[config.mk]
export PLATFORM = sky130hd
export DESIGN_NAME = qll_monitor
export DESIGN_NICKNAME = d
export VERILOG_FILES = /design/src/qll_pkg.sv /design/src/qll_monitor.sv
export VERILOG_INCLUDE_DIRS = /design/src
export SDC_FILE = /design/constraint.sdc
export NUM_CORES = 1
export LEC_CHECK = 0
export BUFFER_PORTS_ARGS = -buffer_cell sky130_fd_sc_hd__buf_2
export CORE_ASPECT_RATIO = 0.5
export CORE_MARGIN = 3
export CORE_UTILIZATION = 30
export DETAILED_ROUTE_END_ITERATION = 7
export GPL_TIMING_DRIVEN = 0
export HOLD_SLACK_MARGIN = 0.1
export PLACE_DENSITY_LB_ADDON = 0.25
export REMOVE_ABC_BUFFERS = 1
export SETUP_SLACK_MARGIN = 0.3
export SYNTH_ARGS = -nofsm -noshare
export SYNTH_HDL_FRONTEND = slang
export SYNTH_SLANG_ARGS = --single-unit
[constraint.sdc]
create_clock -name clk -period 3.82 [get_ports clk]
set_clock_uncertainty 0.1 [all_clocks]
set_input_delay 0.191 -clock clk [delete_from_list [all_inputs] [get_ports clk]]
set_output_delay 0.191 -clock clk [all_outputs]
set_load 0.1 [all_outputs]
[src/qll_regs.svh]
// Register map, field positions, reset values and timing counts
// for the quick link loss monitor. Assumes a 100 MHz core clock.
`ifndef QLL_REGS_SVH
`define QLL_REGS_SVH

`define QLL_ADDR_CTRL 16'h000b
`define QLL_ADDR_STAT 16'h000f
`define QLL_ADDR_CFG1 16'h0117
`define QLL_ADDR_CFG2 16'h0131

// Detector index inside the 5-bit enable and status vectors
`define QLL_D_RX 0
`define QLL_D_MLT3 1
`define QLL_D_SNR 2
`define QLL_D_NRG 3
`define QLL_D_DSCR 4
// Register bit carrying the descrambler detector
`define QLL_BIT_DSCR 10

`define QLL_CFG1_RST 16'h0000
`define QLL_CFG2_RST 16'h0000
`define QLL_CFG1_MLT3 16'h0417
`define QLL_CFG2_DSCR 6'h08

`define QLL_THR_RX 6'h20
`define QLL_THR_MLT3 6'h14
`define QLL_THR_SNR 6'h14

`define QLL_CLK_NS 10
`define QLL_WIN_NS 10000
`define QLL_WIN_CYC (`QLL_WIN_NS / `QLL_CLK_NS)
`define QLL_SYNC_WAIT 2'h2

`endif

[src/qll_pkg.sv]
// Types for the quick link loss monitor.
// Assumes qll_regs.svh is on the include path.
package qll_pkg;

  typedef enum logic [1:0] {
    QLL_CAP = 2'b01,
    QLL_RUN = 2'b10
  } qll_phase_t;

  typedef struct packed {
    logic descr_lost;
    logic energy_lost;
    logic snr_cross;
    logic mlt3_err;
    logic rx_err;
  } qll_evt_t;

  typedef struct packed {
    logic basic_mode;
    logic link_drop_enable_strap;
    logic odd_nibble_strap;
    logic energy_detect_strap;
  } qll_strap_t;

  typedef struct packed {
    logic wr;
    logic rd;
    logic [15:0] addr;
    logic [15:0] wdata;
  } qll_req_t;

  typedef struct packed {
    qll_phase_t phase;
    logic [1:0] wait_cnt;
    logic por;
    qll_strap_t s1;
    qll_strap_t s2;
    qll_strap_t cap;
    logic [4:0] en;
    logic [4:0] stat;
    logic [4:0] fired;
    logic [15:0] cfg1;
    logic [15:0] cfg2;
    logic [9:0] win;
    logic [2:0][5:0] cnt;
    logic drop;
    logic [15:0] rdata;
    logic rvalid;
  } qll_state_t;

endpackage

[src/qll_monitor.sv]
// Quick link loss monitor: counts receive fault events in a fixed
// window and drops the link when an enabled detector fires.
// Assumes event inputs come from core-clock logic; straps are pins.
`include "qll_regs.svh"

module qll_monitor (
  input wire logic clk,
  input wire logic rst_n,
  input wire logic ce,
  input wire logic hard_rst,
  input wire logic soft_rst,
  input wire qll_pkg::qll_strap_t strap_i,
  input wire qll_pkg::qll_evt_t evt_i,
  input wire qll_pkg::qll_req_t req_i,
  output logic [15:0] rdata,
  output logic rvalid,
  output logic link_drop
);
  import qll_pkg::*;

  localparam logic [9:0] WIN_LAST = 10'(`QLL_WIN_CYC - 1);

  qll_state_t q;
  qll_state_t d;
  logic [4:0] fire;
  logic [2:0] cnt_evt;
  logic [2:0][5:0] thr;
  logic boundary;
  logic run_ok;

  function automatic logic [4:0] strap_dflt(input qll_strap_t s);
    logic [4:0] v;
    v = '0;
    if (s.basic_mode) begin
      v[`QLL_D_RX] = 1'b1;
      v[`QLL_D_NRG] = 1'b1;
    end else if (!s.link_drop_enable_strap) begin
      v = '0;
    end else if (s.odd_nibble_strap) begin
      v[`QLL_D_RX] = 1'b1;
      v[`QLL_D_SNR] = 1'b1;
      v[`QLL_D_NRG] = 1'b1;
      v[`QLL_D_DSCR] = 1'b1;
    end else if (!s.energy_detect_strap) begin
      v[`QLL_D_RX] = 1'b1;
      v[`QLL_D_NRG] = 1'b1;
    end else begin
      v[`QLL_D_RX] = 1'b1;
    end
    return v;
  endfunction

  assign cnt_evt = {evt_i.snr_cross, evt_i.mlt3_err, evt_i.rx_err};
  assign thr[0] = `QLL_THR_RX;
  assign thr[1] = `QLL_THR_MLT3;
  assign thr[2] = `QLL_THR_SNR;
  assign boundary = (q.win == WIN_LAST);
  assign run_ok = (q.phase == QLL_RUN) && !hard_rst && !soft_rst;

  always_comb begin
    logic [5:0] base;
    d = q;
    fire = '0;
    base = '0;
    // Straps are single-bit two-level inputs, two flops deep
    d.s1 = strap_i;
    d.s2 = q.s1;
    d.drop = 1'b0;
    d.rvalid = 1'b0;
    case (q.phase)
      QLL_CAP: begin
        // Wait so that the synchroniser holds real pin levels
        if (q.wait_cnt == `QLL_SYNC_WAIT) begin
          d.cap.basic_mode = q.s2.basic_mode;
          d.cap.link_drop_enable_strap = q.s2.link_drop_enable_strap;
          d.cap.energy_detect_strap = q.s2.energy_detect_strap;
          if (q.por) begin
            d.cap.odd_nibble_strap = q.s2.odd_nibble_strap;
          end
          d.en = strap_dflt(d.cap);
          d.por = 1'b0;
          d.phase = QLL_RUN;
        end else begin
          d.wait_cnt = q.wait_cnt + 2'h1;
        end
      end
      QLL_RUN: begin
        if (hard_rst) begin
          d.phase = QLL_CAP;
          d.wait_cnt = '0;
          d.stat = '0;
          d.fired = '0;
          d.cnt = '0;
          d.win = '0;
          d.cfg1 = `QLL_CFG1_RST;
          d.cfg2 = `QLL_CFG2_RST;
        end else if (soft_rst) begin
          d.en = strap_dflt(q.cap);
          d.stat = '0;
          d.fired = '0;
          d.cnt = '0;
          d.win = '0;
          d.cfg1 = `QLL_CFG1_RST;
          d.cfg2 = `QLL_CFG2_RST;
        end else begin
          // Free-running window; an event on the boundary opens
          // the new window rather than being lost
          d.win = boundary ? '0 : q.win + 10'h001;
          for (int i = 0; i < 3; i++) begin
            base = boundary ? '0 : q.cnt[i];
            // Saturate at the threshold so a burst fires once
            if (cnt_evt[i] && base != thr[i]) begin
              d.cnt[i] = base + 6'h01;
            end else begin
              d.cnt[i] = base;
            end
          end
          fire[`QLL_D_RX] = q.en[`QLL_D_RX] && evt_i.rx_err &&
            (d.cnt[0] == `QLL_THR_RX) &&
            (q.cnt[0] != `QLL_THR_RX || boundary);
          fire[`QLL_D_MLT3] = q.en[`QLL_D_MLT3] && evt_i.mlt3_err &&
            (q.cfg1 == `QLL_CFG1_MLT3) &&
            (d.cnt[1] == `QLL_THR_MLT3) &&
            (q.cnt[1] != `QLL_THR_MLT3 || boundary);
          fire[`QLL_D_SNR] = q.en[`QLL_D_SNR] && evt_i.snr_cross &&
            (d.cnt[2] == `QLL_THR_SNR) &&
            (q.cnt[2] != `QLL_THR_SNR || boundary);
          fire[`QLL_D_NRG] = q.en[`QLL_D_NRG] &&
            evt_i.energy_lost;
          fire[`QLL_D_DSCR] = q.en[`QLL_D_DSCR] && evt_i.descr_lost &&
            (q.cfg2[5:0] == `QLL_CFG2_DSCR);
          d.fired = fire;
          // Level faults would re-drop every cycle; pulse on new ones
          d.drop = |(fire & ~q.fired);
          // Sticky cause; a new fault wins over the clearing read
          if (req_i.rd && req_i.addr == `QLL_ADDR_STAT) begin
            d.stat = fire;
          end else begin
            d.stat = q.stat | fire;
          end
          if (req_i.wr) begin
            case (req_i.addr)
              `QLL_ADDR_CTRL: begin
                d.en = {req_i.wdata[`QLL_BIT_DSCR],
                        req_i.wdata[3:0]};
              end
              `QLL_ADDR_CFG1: d.cfg1 = req_i.wdata;
              `QLL_ADDR_CFG2: d.cfg2 = req_i.wdata;
              default: d.cfg1 = d.cfg1;
            endcase
          end
        end
        if (req_i.rd) begin
          d.rvalid = 1'b1;
          case (req_i.addr)
            `QLL_ADDR_CTRL: begin
              d.rdata = {5'h00, q.en[`QLL_D_DSCR], 6'h00,
                         q.en[3:0]};
            end
            `QLL_ADDR_STAT: begin
              d.rdata = {5'h00, q.stat[`QLL_D_DSCR], 6'h00,
                         q.stat[3:0]};
            end
            `QLL_ADDR_CFG1: d.rdata = q.cfg1;
            `QLL_ADDR_CFG2: d.rdata = q.cfg2;
            default: d.rdata = 16'h0000;
          endcase
        end
      end
      default: begin
        d.phase = QLL_CAP;
        d.wait_cnt = '0;
      end
    endcase
  end

  always_ff @(posedge clk) begin
    if (!rst_n) begin
      q <= '0;
      q.phase <= QLL_CAP;
      q.por <= 1'b1;
    end else if (ce) begin
      q <= d;
    end
  end

  assign rdata = q.rdata;
  assign rvalid = q.rvalid;
  assign link_drop = q.drop;
endmodule // qll_monitor

-- Word level (Yosys, flattened, before mapping)
Index checks and enable logic that the tools add are counted.
- register bits: 110
- bits of input ports: 48
- output and inout port bits: 18
- word-level logic and storage cells: 150
- add/subtract/negate cells: 5
- equal/unequal tests: 25
- multiplexer cells: 57
- bitwise logic cells: 3
- reductions and logical operators: 33
- operator list (cell ; count):
    $mux 6 ; 15
    $mux 75 ; 1
    $mux 70 ; 1
    $pmux 16 s4 ; 1
    $eq 16x4->1 const B ; 2
    $eq 16x9->1 const B ; 2
    $mux 16 ; 2
    $mux 32 ; 1
    $mux 5 ; 5
    $ne 6x5->1 const B ; 4
    $mux 1 ; 19
    $add 6x1->6 const B ; 3
    $mux 18 ; 1
    $logic_and 1x1->1 ; 17
    $mux 17 ; 1
    $eq 16x11->1 const B ; 1
    $eq 6x5->1 const B ; 2
    $ne 6x6->1 const B ; 2
    $reduce_and 3->1 ; 4
    $add 10x1->10 const B ; 1
    $eq 10x10->1 const B ; 1
    $mux 10 ; 1
    $pmux 5 s2 ; 1
    $reduce_bool 3->1 ; 3
    other kinds (21) ; 32

-- Depth between registers and ports, before layout
- depth after elaboration: 16
- mapped depth: 10

-- Worst setup path before layout
No wires, ideal clock.
- path kind: input-to-reg
- start point: input req_i[23] (netlist bit)
- end point: register q[68] (netlist bit)
- arrival: 1.847 ns
- slack: 1.756 ns
- stages: 6
- path buffers: 1
- cells stage by stage: or4b_4 > nor4_4 > a31oi_1 > o21a_2 > buf_6 > a22o_1
- cells in the longest elaborated chain, start to end: 3
- ends and longest elaborated chain (element ; line ; source):
    start: declaration ; qll_monitor.sv:14 ; input wire qll_pkg::qll_req_t req_i,
    $eq 16x9->1 ; qll_monitor.sv:142 ; case (req_i.addr)
    $reduce_bool 3->1 (no source line) ; n/a ;
    $reduce_and 4->1 (no source line) ; n/a ;
    end: declaration ; qll_monitor.sv:23 ; qll_state_t q;
Every way passes these cells.
A chain may end at the register's enable or synchronous reset.

-- Worst setup path after layout
- start point: register q[108] (netlist bit)
- end point: register q[48] (netlist bit)
- cells in the longest elaborated chain, start to end: 2
- ends and longest elaborated chain (element ; line ; source):
    $eq 2x2->1 ; qll_monitor.sv:70 ; case (q.phase)
    $reduce_and 4->1 (no source line) ; n/a ;
Every way passes these cells.

==> out/metrics.yaml <==
outcome:
  status: "completed"
cells_and_area:
  final_cell_mix: "dfxtp_1 (110), buf_2 (65), nor2_1 (53)"
  fillers: 1623
  multi_input_area_sq_um: 2474
  seq_area_sq_um: 2202
  drive_gt1_share_pct: 15.98
  area_delta_synth_final_pct: 17.46
  fin_nets: 654
  layout_commonest_cell: "dfxtp_1"
  diodes: 0
  final_util_pct: 36.99
  design_area_sq_um: 5849
yosys:
  synth_edf_count: 0
  synth-seq-cells: 110
  synth_cells: 547
  synth.distinct_cells: 60
  synth-async-reset-ratio_pct: 0
  synth_ff_type: "dfxtp_1"
  syn_area_per_cell_sq_um: 9.104
  syn_area_sq_um: 4980
  ys_seq_area_share_pct: 44.22
  yosysWarnings: 0
global_routing:
  antenna_found_initial: 1
  grt_pass1_vias: 4015
  grt_util_met1_pct: 20.38
  grt_overflow: 0
  grt_max_degree: 45
  grt_usage_pct: 14.27
  grt_use_met3_pct: 3.495
  grt_pass1_wl_mm: 21.05
  use_met2_pct: 21.58
  grt_most_used_layer: "met2"
run:
  drv_cap: 0
cts:
  worstSkewPairLatency_ns: 0.34
  clkSlewWorstSetupHoldPaths_ns: 0.08
  cts.repair.resized: 0
  cts_setup_buffers: 0
  cts_tree: "built"
  cts_num_sinks: 110
  cts_hold_buffers: 23
  cts_root_buffer: "clkbuf_16"
  numCtsBuffers: 9
  cts_max_level: 3
  clockBufferDepth: 2
floorplanning:
  die_h_um: 97.10
  io_pins: 66
  die_x_um: 188.2
  fp-row-count: 32
  initial_core_util_pct: 31.49
  core_area_sq_um: 15820
  die_area_sq_um: 18270
route:
  wl_mm: 13.19
  drt_iter0_drc: 217
  viasPerCell: 5.192
  vias: 4299
  drt-pass1-iter-count: 5
  drt-wirelength-per-cell_um: 15.93
  antenna_left: 0
  drc: 0
critical_path:
  critPathMaxFanout: 16
  crit_required_ns: 4.01
  r2r_cells: 7
  critPathLaunchType: "register"
  arrival_ns: 3.12
  crit_type: "register to register"
  crit_path_end_kind: "register"
placement:
  gp_congestion: 0.8184
  placedInstanceArea_sq_um: 5323
  port_buffers: 65
  hpwl_mm: 9.112
  pre_cts_ws_ns: 0.6175
timing:
  finalCritPeriodShare_pct: 76.61
  fin_crit_ns: 2.926
  finalSetupViolations: 0
  slew_headroom_pct: 34.36
  grt_setup_unrepaired: "false"
  hold_viol: 0
  layout_setup_ws_ns: 0.8937
  slew_violations: 0
  tightest_slew_ns: 0.9835
  final.setup.tns_ns: 0
  fmax_mhz: 341.7
min_path:
  holdCritPathClass: "input pin to register"
  whs_path_depth: 4
power_and_ir_drop:
  ir_drop_mv: 0.1785
  power_density_nw_per_um2: 384.3
  leakage_nw: 2.296
-- Yosys cell counts, types with 3 or more instances --
master       n  area (sq um)
a32oi_1      5         43.79
nand3_1     21         105.1
dfxtp_1    110          2202
clkbuf_1    18         67.56
buf_2        3         15.01
nand2_1     38         142.6
o21ai_0     29         145.1
nand4b_1     5         43.79
and3_1       9         56.30
or3_1        5         31.28
o2111a_1     5         56.30
a31oi_1      3         18.77
xnor2_1      4         35.03
or2_2        3         18.77
o211ai_1     7         52.55
xor2_1       4         35.03
a211oi_1     6         45.04
a221oi_1    11         96.34
buf_6        3         33.78
buf_4       18         135.1
nand2b_1     6         37.54
nor4_4       3         63.81
and2_1       7         43.79
a21oi_1     31         155.2
o2111ai_1    5         43.79
nor4_1       4         25.02
nor4b_1      6         52.55
nand4_1     10         62.56
nor2_1      53         198.9
o22ai_1      4         25.02
a21o_1       9         67.56
nor3_1       7         35.03
nor3b_1      6         45.04
mux2i_1     12         120.1
a22o_1      32         280.3
ha_1         4         50.05
inv_1       12         45.04
-- routing by layer --
metal | vias to the layer above | part of all wire, %
li1 | 2136 | -
met1 | 2063 | 51
met2 | 85 | 43
met3 | 13 | 4.7
met4 | 2 | 1.0
met5 | - | 0.099
-- worst max-delay path, cell delays in order (launching register included) --
cell and delay (ns):
dfxtp_1 0.33, inv_1 0.06, ha_1 0.37, and2_1 0.55
nand2_1 0.24, nor2_1 0.33, and3_1 0.66, a22o_1 0.23
-- through the flow --
step / instances / hold WS [ns] / power, mW
2_1_floorplan: 503 / 0.1529 / 1.245
3_3_place_gp: 789 / 0.3270 / 1.311
3_5_place_dp: 789 / 0.3245 / 1.313
4_1_cts: 828 / 0.1394 / 2.281
5_1_grt: 828 / 0.1724 / 2.343
6_report: 828 / 0.1533 / 2.248
-- cell type report --
cell class	count	share of cell area, %
clock buffer	9	3.850
clock inverter	7	1.219
inverter	12	0.7701
multi-input combinational	381	42.29
sequential	110	37.65
tap	221	4.727
timing repair buffer	88	9.497
-- kinds of logic after synthesis --
logic type | count (synthesis) | synth area share [%]
xor gates and xnor gates | 8 | 1.407
muxes | 12 | 2.412
DFF | 110 | 44.22
and+or+nand+nor | 199 | 22.29
buffers and inverters | 56 | 6.105
adders and majority gates | 4 | 1.005
AOI/OAI and AO/OA | 158 | 22.56
-- final timing paths --
kind	start	endpoint	slack, ns
setup / recovery	q[108]	q[48]	0.89
hold / removal	evt_i[1]	q[25]	0.15
setup reg to reg	q[108]	q[48]	0.89
hold reg to reg	q[78]	q[78]	0.36
-- registers in the layout, indices dropped and copies added (netlist names) --
signal     cells
rdata         16
link_drop      1
q             88
rvalid         1
d              4
-- power by group --
part           total, mW  internal [mW]  leakage, nW  switching (mW)
Clock              0.945          0.512        0.150           0.433
Combinational      0.141         0.0591         1.26          0.0817
Sequential          1.16           1.16        0.887         0.00672
Total               2.25           1.73         2.30           0.522
No activity file was read; power rests on OpenSTA's default activity.
